<file path="config.mk">
export PLATFORM = sky130hd
export DESIGN_NAME = stu_stator_third_harm_undervoltage
export DESIGN_NICKNAME = d
export VERILOG_FILES = /design/src/logic/stu_pkg.sv /design/src/logic/stu_stator_third_harm_undervoltage.sv
export VERILOG_INCLUDE_DIRS = /design/src /design/src/logic
export SDC_FILE = /design/constraint.sdc
export NUM_CORES = 2
export LEC_CHECK = 0
export BUFFER_PORTS_ARGS = -buffer_cell sky130_fd_sc_hd__buf_2
export CORE_UTILIZATION = 65
export DETAILED_ROUTE_END_ITERATION = 8
export GPL_TIMING_DRIVEN = 1
export MAX_ROUTING_LAYER = met4
export PLACE_DENSITY = 0.83
export SKIP_CTS_REPAIR_TIMING = 1
export SLEW_MARGIN = 20
export SYNTH_ARGS = -nofsm -noshare
export SYNTH_HDL_FRONTEND = slang
export SYNTH_SLANG_ARGS = --single-unit
</file>
<file path="constraint.sdc">
create_clock -name i_clk_sys -period 67.1 [get_ports i_clk_sys]
set_input_delay 13.42 -clock i_clk_sys [delete_from_list [all_inputs] [get_ports i_clk_sys]]
set_output_delay 13.42 -clock i_clk_sys [all_outputs]
set_load 0.05 [all_outputs]
</file>
<file path="src/logic/stu_map.svh">
/*
 * Register offsets, field positions, reset values and timing counts
 * of the stator third-harmonic undervoltage block.
 * Assumes a 10 MHz system clock and byte addresses on a 32-bit port.
 */
`ifndef STU_MAP_SVH
`define STU_MAP_SVH
// ****************************************************************
// Timing
// ****************************************************************
`define STU_CLK_NS 100
`define STU_TICK_NS 5000000
`define STU_TICK_CLKS (`STU_TICK_NS / `STU_CLK_NS)
`define STU_STEP_MS 5
`define STU_DLY_MS_DEF 40
`define STU_DLY_DEF (`STU_DLY_MS_DEF / `STU_STEP_MS)
// ****************************************************************
// Register offsets
// ****************************************************************
`define STU_A_CTRL 8'h00
`define STU_A_THR0 8'h04
`define STU_A_DLY0 8'h08
`define STU_A_LOWI0 8'h0c
`define STU_A_THR1 8'h10
`define STU_A_DLY1 8'h14
`define STU_A_LOWI1 8'h18
`define STU_A_VTPRI 8'h1c
`define STU_A_STAT 8'h20
`define STU_A_RATIO 8'h24
`define STU_A_MPCT 8'h28
`define STU_A_MPRI 8'h2c
`define STU_A_THRV 8'h30
`define STU_A_EXPT 8'h34
`define STU_A_REMT 8'h38
`define STU_A_IRQS 8'h3c
`define STU_A_IRQM 8'h40
// ****************************************************************
// Fields and reset values
// ****************************************************************
`define STU_F_MODE 2:0
`define STU_F_FORCE 4:3
`define STU_B_FEN 5
`define STU_B_RES3 6
`define STU_B_RES4 7
`define STU_F_SEL 9:8
`define STU_B_GRP 10
`define STU_CTRL_RST 11'h200
`define STU_THR_DEF 16'h07d0
`define STU_HYST_PCT 16'h0067
`define STU_PCT_FULL 16'h0064
`define STU_RATIO_SCALE 16'h2710
`define STU_VTPRI_DEF 16'h0064
`define STU_DIV_STEPS 6'h20
`endif

</file>
<file path="src/logic/stu_pkg.sv">
/*
 * Types of the stator third-harmonic undervoltage block.
 * Assumes the constants of stu_map.svh.
 */
`default_nettype none
package stu_pkg;
    typedef enum logic [2:0] {M_ON, M_BLK, M_TEST, M_TBLK, M_OFF} stu_mode_t;
    typedef enum logic [1:0] {C_NORMAL, C_START, C_TRIP, C_BLOCKED} stu_cond_t;
    typedef enum logic [1:0] {CH_NONE, CH_THREE, CH_FOUR} stu_chan_t;
    // One setting group
    typedef struct packed {
        logic [15:0] thr;
        logic [15:0] dly;
        logic [15:0] lowi;
    } stu_grp_t;
    // Measurement front end, refreshed every cycle
    typedef struct packed {
        logic [15:0] u3h_ch3;
        logic [15:0] u3h_ch4;
        logic [15:0] il1;
        logic [15:0] il2;
        logic [15:0] il3;
    } stu_meas_t;
    // Register bus request
    typedef struct packed {
        logic [7:0] addr;
        logic [31:0] wdata;
        logic wr;
        logic rd;
    } stu_bus_t;
    // Whole module state
    typedef struct packed {
        logic [10:0] ctrl;
        stu_grp_t [1:0] grp;
        logic [15:0] vtpri;
        logic [2:0] irqs;
        logic [2:0] irqm;
        logic [31:0] rdata;
        logic [15:0] tick;
        logic [15:0] meas;
        logic [15:0] dcnt;
        logic picked;
        stu_cond_t st;
        stu_chan_t chan;
        logic [31:0] ratio;
        logic [31:0] num;
        logic [32:0] rem;
        logic [31:0] quo;
        logic [15:0] den;
        logic [5:0] dstep;
    } stu_state_t;
endpackage
`default_nettype wire

</file>
<file path="src/logic/stu_stator_third_harm_undervoltage.sv">
/*
 * Stator earth-fault detection by third-harmonic neutral undervoltage.
 * Holds the processing cycle, channel choice, pick-up with hysteresis,
 * low-current supervision, definite-time delay, mode and forcing,
 * register port and interrupt.
 * Assumes measurement inputs and the blocking input come from logic
 * on i_clk_sys, and a plain register port with read data next cycle.
 */
`timescale 1ns/1ps
`default_nettype none
`include "stu_map.svh"
module stu_stator_third_harm_undervoltage
    import stu_pkg::*;
#(
    parameter logic [15:0] TICK_CLKS = 16'(`STU_TICK_CLKS)
) (
    input wire logic i_clk_sys,
    input wire logic i_rst,
    input wire stu_meas_t i_meas,
    input wire logic i_stator_fault_block,
    input wire stu_bus_t i_bus,
    output logic [31:0] o_rdata,
    output logic o_start,
    output logic o_trip,
    output logic o_blocked,
    output logic o_irq
);
    // ****************************************************************
    // State registers
    // ****************************************************************
    stu_state_t s_q;
    stu_state_t s_d;

    // ****************************************************************
    // Derived values from current state
    // ****************************************************************
    stu_grp_t g;
    stu_mode_t mode;
    stu_cond_t cond;
    logic tick_now;
    logic [17:0] isum;
    logic [15:0] ipos;
    logic [15:0] usel;
    logic [31:0] hyst_m;
    logic [31:0] hyst_t;
    logic pu_cond;
    logic rel_cond;
    logic picked_n;
    logic allow;
    logic mblk;
    logic [15:0] remt;
    logic [31:0] mpri;
    logic [31:0] thrv;
    logic [2:0] ev;
    stu_chan_t s_d_chan_w;

    // Group chosen live, so a switch acts on the very next cycle
    assign g = s_q.ctrl[`STU_B_GRP] ? s_q.grp[1] : s_q.grp[0];
    assign mode = stu_mode_t'(s_q.ctrl[`STU_F_MODE]);
    assign tick_now = (s_q.tick == TICK_CLKS - 16'h0001);
    assign mblk = (mode == M_BLK) || (mode == M_TBLK);

    // Magnitudes only: balanced phases assumed, so the mean stands in
    assign isum = 18'(i_meas.il1) + 18'(i_meas.il2) + 18'(i_meas.il3);
    assign ipos = 16'(isum / 18'h00003);
    assign allow = (g.lowi == 16'h0000) || (ipos >= g.lowi);

    // Channel in use from the residual roles and the selector
    always_comb begin
        stu_chan_t ch;
        ch = CH_NONE;
        if (s_q.ctrl[`STU_B_RES3] && s_q.ctrl[`STU_B_RES4]) begin
            if (s_q.ctrl[`STU_F_SEL] == 2'h0) begin
                ch = CH_THREE;
            end else if (s_q.ctrl[`STU_F_SEL] == 2'h1) begin
                ch = CH_FOUR;
            end
        end else if (s_q.ctrl[`STU_B_RES3]) begin
            ch = CH_THREE;
        end else if (s_q.ctrl[`STU_B_RES4]) begin
            ch = CH_FOUR;
        end
        s_d_chan_w = ch;
    end

    // Operating quantity from the chosen channel only
    assign usel = (s_d_chan_w == CH_FOUR) ? i_meas.u3h_ch4 : i_meas.u3h_ch3;
    assign hyst_m = 32'(usel) * 32'(`STU_PCT_FULL);
    assign hyst_t = 32'(g.thr) * 32'(`STU_HYST_PCT);
    assign pu_cond = (s_d_chan_w != CH_NONE) && (usel < g.thr);
    assign rel_cond = (s_d_chan_w == CH_NONE) || (hyst_m > hyst_t);
    assign picked_n = s_q.picked ? !rel_cond : pu_cond;

    // Condition shown, forcing overrides the live state
    always_comb begin
        if (s_q.ctrl[`STU_B_FEN]) begin
            cond = stu_cond_t'(s_q.ctrl[`STU_F_FORCE]);
        end else if (mode == M_OFF) begin
            cond = C_NORMAL;
        end else begin
            cond = s_q.st;
        end
    end

    // Primary scaling of measurement and threshold
    assign mpri = (32'(s_q.meas) * 32'(s_q.vtpri)) / 32'h0000_0064;
    assign thrv = (32'(g.thr) * 32'(s_q.vtpri)) / 32'h0000_03e8;
    assign remt = (s_q.st == C_START) ? (g.dly - s_q.dcnt) : 16'h0000;

    // ****************************************************************
    // Next-state logic
    // ****************************************************************
    always_comb begin
        logic [32:0] r;
        r = 33'h0_0000_0000;
        s_d = s_q;
        ev = 3'h0;
        s_d.rdata = 32'h0000_0000;
        s_d.tick = tick_now ? 16'h0000 : s_q.tick + 16'h0001;
        s_d.chan = s_d_chan_w;

        // Evaluation once per processing cycle
        if (tick_now) begin
            s_d.meas = usel;
            s_d.picked = picked_n;
            if (!picked_n || mode == M_OFF) begin
                s_d.st = C_NORMAL;
                s_d.dcnt = 16'h0000;
            end else begin
                unique case (s_q.st)
                    C_NORMAL: begin
                        if (i_stator_fault_block || mblk) begin
                            s_d.st = C_BLOCKED;
                        end else if (g.dly == 16'h0000 && allow) begin
                            s_d.st = C_TRIP;
                        end else begin
                            s_d.st = C_START;
                        end
                    end
                    C_START: begin
                        if (i_stator_fault_block || mblk) begin
                            // Block after start resets as on release
                            s_d.st = C_NORMAL;
                            s_d.dcnt = 16'h0000;
                        end else begin
                            if (s_q.dcnt < g.dly) begin
                                s_d.dcnt = s_q.dcnt + 16'h0001;
                            end
                            if (s_q.dcnt + 16'h0001 >= g.dly && allow) begin
                                s_d.st = C_TRIP;
                            end
                        end
                    end
                    C_TRIP: s_d.st = C_TRIP;
                    C_BLOCKED: s_d.st = C_BLOCKED;
                endcase
            end
            // Ratio division launched on each fresh sample
            s_d.num = 32'(usel) * 32'(`STU_RATIO_SCALE);
            s_d.den = g.thr;
            s_d.rem = 33'h0_0000_0000;
            s_d.quo = 32'h0000_0000;
            s_d.dstep = `STU_DIV_STEPS;
        end else if (s_q.dstep != 6'h00) begin
            // One restoring step per clock; a zero threshold saturates
            r = {s_q.rem[31:0], s_q.num[31]};
            s_d.num = {s_q.num[30:0], 1'b0};
            if (r >= 33'(s_q.den)) begin
                s_d.rem = r - 33'(s_q.den);
                s_d.quo = {s_q.quo[30:0], 1'b1};
            end else begin
                s_d.rem = r;
                s_d.quo = {s_q.quo[30:0], 1'b0};
            end
            s_d.dstep = s_q.dstep - 6'h01;
            if (s_q.dstep == 6'h01) begin
                s_d.ratio = s_d.quo;
            end
        end

        // Interrupt events: start, trip and blocked entries
        ev[0] = (s_d.st == C_START) && (s_q.st != C_START);
        ev[1] = (s_d.st == C_TRIP) && (s_q.st != C_TRIP);
        ev[2] = (s_d.st == C_BLOCKED) && (s_q.st != C_BLOCKED);

        // Register writes
        if (i_bus.wr) begin
            unique case (i_bus.addr)
                `STU_A_CTRL: s_d.ctrl = i_bus.wdata[10:0];
                `STU_A_THR0: s_d.grp[0].thr = i_bus.wdata[15:0];
                `STU_A_DLY0: s_d.grp[0].dly = i_bus.wdata[15:0];
                `STU_A_LOWI0: s_d.grp[0].lowi = i_bus.wdata[15:0];
                `STU_A_THR1: s_d.grp[1].thr = i_bus.wdata[15:0];
                `STU_A_DLY1: s_d.grp[1].dly = i_bus.wdata[15:0];
                `STU_A_LOWI1: s_d.grp[1].lowi = i_bus.wdata[15:0];
                `STU_A_VTPRI: s_d.vtpri = i_bus.wdata[15:0];
                `STU_A_IRQS: s_d.irqs = s_q.irqs & ~i_bus.wdata[2:0];
                `STU_A_IRQM: s_d.irqm = i_bus.wdata[2:0];
                default: ;
            endcase
        end
        // Set after the clear so a same-cycle event is kept
        s_d.irqs = s_d.irqs | ev;

        // Register reads, answered on the next cycle
        if (i_bus.rd) begin
            unique case (i_bus.addr)
                `STU_A_CTRL: s_d.rdata = 32'(s_q.ctrl);
                `STU_A_THR0: s_d.rdata = 32'(s_q.grp[0].thr);
                `STU_A_DLY0: s_d.rdata = 32'(s_q.grp[0].dly);
                `STU_A_LOWI0: s_d.rdata = 32'(s_q.grp[0].lowi);
                `STU_A_THR1: s_d.rdata = 32'(s_q.grp[1].thr);
                `STU_A_DLY1: s_d.rdata = 32'(s_q.grp[1].dly);
                `STU_A_LOWI1: s_d.rdata = 32'(s_q.grp[1].lowi);
                `STU_A_VTPRI: s_d.rdata = 32'(s_q.vtpri);
                `STU_A_STAT: s_d.rdata = 32'({s_q.chan, cond, mode});
                `STU_A_RATIO: s_d.rdata = s_q.ratio;
                `STU_A_MPCT: s_d.rdata = 32'(s_q.meas);
                `STU_A_MPRI: s_d.rdata = mpri;
                `STU_A_THRV: s_d.rdata = thrv;
                `STU_A_EXPT: s_d.rdata = 32'(g.dly);
                `STU_A_REMT: s_d.rdata = 32'(remt);
                `STU_A_IRQS: s_d.rdata = 32'(s_q.irqs);
                `STU_A_IRQM: s_d.rdata = 32'(s_q.irqm);
                default: s_d.rdata = 32'h0000_0000;
            endcase
        end
    end

    // ****************************************************************
    // State register
    // ****************************************************************
    always_ff @(posedge i_clk_sys or posedge i_rst) begin
        if (i_rst) begin
            s_q <= '0;
            s_q.ctrl <= `STU_CTRL_RST;
            s_q.grp[0] <= '{`STU_THR_DEF, 16'(`STU_DLY_DEF), 16'h0000};
            s_q.grp[1] <= '{`STU_THR_DEF, 16'(`STU_DLY_DEF), 16'h0000};
            s_q.vtpri <= `STU_VTPRI_DEF;
            s_q.st <= C_NORMAL;
            s_q.chan <= CH_NONE;
        end else begin
            s_q <= s_d;
        end
    end

    // ****************************************************************
    // Outputs
    // ****************************************************************
    // Test modes show the condition and keep start and trip quiet, but o_blocked still follows it
    assign o_start = (mode == M_ON) && (cond == C_START || cond == C_TRIP);
    assign o_trip = (mode == M_ON) && (cond == C_TRIP);
    assign o_blocked = (mode != M_OFF) && (cond == C_BLOCKED);
    assign o_rdata = s_q.rdata;
    assign o_irq = |(s_q.irqs & s_q.irqm);
endmodule // stu_stator_third_harm_undervoltage
`default_nettype wire

</file>
Word-level counts from Yosys, hierarchy flattened
Index checks and enable logic that the tools add are counted.
{"block": "totals", "register_bits": 363, "latch_bits": 0, "ramBits": 0, "romBits": 0, "inputBits": 125, "out_inout_bits": 36, "elab_cells": 160, "mem_count": 0}
{"block": "op_classes", "addsub": 7, "n_mul": 5, "n_div": 3, "order_cmp": 6, "eq_ne": 36, "shifts": 0, "n_mux": 33, "bitwise_logic": 5, "reduce_logical": 42}
{"op": "$pmux 32 s17", "n": 1}
{"op": "$mux 97", "n": 2}
{"op": "$mux 16", "n": 7}
{"op": "$mux 65", "n": 1}
{"op": "$eq 8x6->1 const B", "n": 8}
{"op": "$mul 16x16->32", "n": 2}
{"op": "$mux 48", "n": 1}
{"op": "$ge 33x16->1", "n": 1}
{"op": "$sub 33x16->33", "n": 1}
{"op": "$add 16x1->16 const B", "n": 2}
{"op": "$div 32x10->32 const B", "n": 1}
{"op": "$div 32x7->32 const B", "n": 1}
{"op": "$eq 8x5->1 const B", "n": 4}
{"op": "$ge 16x16->1", "n": 2}
{"op": "$logic_not 16->1", "n": 2}
{"op": "$lt 16x16->1", "n": 2}
{"op": "$mux 32", "n": 1}
{"op": "$mul 16x10->26 const B", "n": 1}
{"op": "$mux 2", "n": 13}
{"op": "$gt 23x23->1", "n": 1}
{"op": "$mul 16x7->23 const B", "n": 1}
{"op": "$mul 16x5->21 const B", "n": 1}
{"op": "$add 17x16->18", "n": 1}
{"op": "$div 18x2->18 const B", "n": 1}
{"op": "36 further kinds", "n": 79}

Logic depth before layout (Yosys ltp)
{"block": "depth", "ltp_word": 18, "mapped_depth": 96}

Worst setup path before layout
Ideal clock, no wire load.
{"block": "synth_timing", "kind": "input to register", "startpoint": "input port i_meas[1] (netlist bit)", "endpoint": "register s_q[241] (netlist bit)", "setup_time_ns": 0.121, "arrival_ns": 24.882, "t_required_ns": 66.979, "path_slack_ns": 42.097, "stages": 68, "cell_sequence": "fa_1 > ha_1 > fa_1 > a21oi_1 > nor2_1 > nor2_1 > o21bai_1 > a21oi_1 > o21bai_1 > a21oi_1 > o21bai_1 > a21oi_1 > o21bai_1 > a21oi_1 > o21bai_1 > a21oi_1 > xnor2_1 > nand2_1 > [32 not listed] > nor2b_1 > o21ai_0 > nand2b_1 > a21oi_1 > nor2b_1 > o21ai_0 > nand2b_1 > a21oi_1 > nor2b_1 > o21ai_0 > nand2b_1 > a21oi_1 > o21ai_0 > and2_1 > o311a_1 > o22ai_1 > a21oi_1 > a22o_1"}
{"item": "start, declared", "line_no": "stu_stator_third_harm_undervoltage.sv:19", "text": "input wire stu_meas_t i_meas,"}
{"item": "end, declared", "line_no": "stu_stator_third_harm_undervoltage.sv:31", "text": "stu_state_t s_q;"}

==> impl_metrics.tcl <==
set metrics [dict create \
    top_level_ports 161 \
    async_flop_share_pct 100 \
    synth.top_cells.by_count "sky130_fd_sc_hd__inv_1, sky130_fd_sc_hd__nand2_1, sky130_fd_sc_hd__ha_1, sky130_fd_sc_hd__fa_1, sky130_fd_sc_hd__nor2_1" \
    mappedNetlistNets 7962 \
    cts_root_buf "sky130_fd_sc_hd__clkbuf_16" \
    drt_first_iter_violations 5117 \
    synth_edf_count 0 \
    floorplan.initialDensity_pct 66.1 \
    post_route_cells_drive_above_1_share_pct 10.1 \
    rsz0062_at_grt "no" \
    synthMostInstantiatedCell "sky130_fd_sc_hd__inv_1" \
    totalWireLength_mm 167 \
    final.fill_count 6828 \
    grt_overflow_total 0 \
    route.detailed.drc 0 \
    synth_top_cells_by_area "sky130_fd_sc_hd__fa_1, sky130_fd_sc_hd__dfrtp_1, sky130_fd_sc_hd__ha_1" \
    timing.final.max_slew_violations 0 \
    design.final.nets 7914 \
    worst_r2r_startpoint "s_q[364]" \
    row_count 108 \
    worstSetupStartpoint "s_q[364]" \
    final.setup_skew_ns 0.0486 \
    reg2reg_slack_ns 39.23 \
    tightestPinTransition_ns 1.20 \
    htreeDepth 2 \
    dieWidth_um 300 \
    setup_viol 0 \
    critical_path_arrival_ns 28.43 \
    firstDrtPassIters 8 \
    min_tclk_post_route_ns 27.87 \
    min_period_over_period_pct 41.5 \
    tritoncts_num_sinks 359 \
    synth.yosys.warnings 0 \
    seq_area_frac_synth_pct 15.6 \
    synth.ff_latch_count 359 \
    clock_tree.buffer_depth 3 \
    grt_util_all_layers_pct 38.1 \
    die_area_mm2 0.0901 \
    synthDistinctLibCells 150 \
    worstHoldStart "s_q[145]" \
    synth_flop_cell "sky130_fd_sc_hd__dfrtp_1" \
    first_global_vias 51353 \
    detailroute.via_count 52035 \
    dp_hpwl_mm 125 \
    syn_area_mm2 0.0578 \
    detail-route-antenna-nets 0 \
    cts_inserted_buffers 43 \
    crit_path_max_fanout 41 \
    footprint_of_the_flip_flops_and_latches_mm2 0.00901 \
    area_growth_from_synthesis_to_layout_pct 4.61 \
    cp_slowest_cell "sky130_fd_sc_hd__clkinv_1" \
    status "finished, final reports clean" \
    startpoint_type "flop" \
    grt_antenna_before_repair 9 \
    grt_pass1_wl_mm 268 \
    via_per_inst 6.51 \
    syn_area_per_cell_um2 8.45 \
    required_ns 67.66 \
    netlist.top_cell.by_area "sky130_fd_sc_hd__fa_1" \
    fp.dieH_um 300 \
    maximum_capacitance_violations 0 \
    fmax_mhz 35.9 \
    worst_skew_pair.late_latency_ns 0.64 \
    synth.top_cell.area_share_pct 16.9 \
    area_of_the_multi_input_gates_mm2 0.0442 \
    hold_fails_final_rpt 0 \
    netlist_instances 6839 \
    cts_tree "done" \
    routabilityCongestion 0.978 \
    worst_slew_margin_rel_pct 20.2 \
    wire_per_inst_um 20.9 \
    fin_tns_setup_ns 0 \
    port_buffers 144 \
    floorplan_core_area_mm2 0.0874 \
    pin_count_of_the_biggest_net_entering_global_routing 94 \
    timing.setup.critical_path_class "reg2reg" \
    critPathMaxStageDelay_ns 0.86 \
    clk_pin_slew_worst_paths_ns 0.07 \
    worstHoldPathType "reg2reg" \
    endpoint_kind "flop" \
]
-- final timing paths --
check                         endpoint  depth (start not counted)
setup / recovery            o_rdata[0]                         75
setup reg to reg            o_rdata[0]                         75
hold reg to reg            o_rdata[26]                          1
min in group asynchronous     s_q[103]                          2
hold / removal             o_rdata[26]                          1
max in group asynchronous     s_q[364]                          4
-- routing by layer --
layer	GRT usage, %	part of all wire (%)
met5	-	0
met3	8.23	9.8
met1	47.2	39
met4	20.4	5.9
met2	58.2	45
-- layout make-up --
| type | instances | share of cell area (%) |
|---|---|---|
| multi-input combinational | 5355 | 73.1 |
| clock inverter | 27 | 0.491 |
| clock buffer | 51 | 1.86 |
| timing repair buffer | 220 | 2.14 |
| antenna | 8 | 0.0331 |
| tap | 1155 | 2.39 |
| sequential | 359 | 14.9 |
| inverter | 812 | 5.06 |
-- layout by cell type, fill, tap and decap left out, types with 116 or more instances in the layout --
cell type / n
sky130_fd_sc_hd__ha_1: 509
sky130_fd_sc_hd__a21o_1: 122
sky130_fd_sc_hd__nor2_1: 399
sky130_fd_sc_hd__mux2_2: 184
sky130_fd_sc_hd__xnor2_1: 237
sky130_fd_sc_hd__buf_2: 144
sky130_fd_sc_hd__nor3_1: 120
sky130_fd_sc_hd__o21ai_0: 278
sky130_fd_sc_hd__dfrtp_1: 340
sky130_fd_sc_hd__nand3_1: 124
sky130_fd_sc_hd__nand2_1: 751
sky130_fd_sc_hd__mux2i_1: 116
sky130_fd_sc_hd__inv_1: 809
sky130_fd_sc_hd__fa_1: 489
sky130_fd_sc_hd__a21oi_1: 367
sky130_fd_sc_hd__and2_1: 278
-- metrics by stage --
| step | utilization (%) | area (µm²) | hold WS (ns) | setup slack [ns] | cells |
|---|---|---|---|---|---|
| global placement | 67.5 | 59000 | 0.470 | 40.42 | 7901 |
| global route | 69.1 | 60400 | 0.515 | 37.14 | 7987 |
| detailed placement | 67.5 | 59000 | 0.478 | 39.75 | 7901 |
| CTS | 69.1 | 60400 | 0.483 | 39.66 | 7979 |
| floorplan | - | 57800 | 0.455 | 42.10 | 6839 |
| finish | 69.1 | 60400 | 0.480 | 39.23 | 7987 |
-- registers in the layout, indices dropped and copies added (netlist names) --
| register | count |
|---|---|
| o_rdata | 32 |
| mode | 3 |
| s_q | 324 |
-- critical path: cells and delay by family (launching register included) --
family / cells / cell delay [ns]
adders and majority gates: 8 / 3.75
muxes: 9 / 3.62
xor gates and xnor gates: 2 / 0.46
DFF: 1 / 0.58
and+or+nand+nor: 15 / 3.99
AOI/OAI and AO/OA: 35 / 13.40
buffers and inverters: 6 / 1.92
-- cell families after synthesis --
| kind of cell | Yosys count | synth area share, % |
|---|---|---|
| muxes | 309 | 5.80 |
| xor gates and xnor gates | 330 | 5.08 |
| DFF | 359 | 15.6 |
| adders and majority gates | 1011 | 28.2 |
| and+or+nand+nor | 2081 | 17.4 |
| AOI/OAI and AO/OA | 1624 | 20.0 |
| buffers and inverters | 1125 | 7.99 |
Power is left out: the tool's default activity adds up to more than one toggle a clock period on the data nets, which glitch-free logic cannot reach.
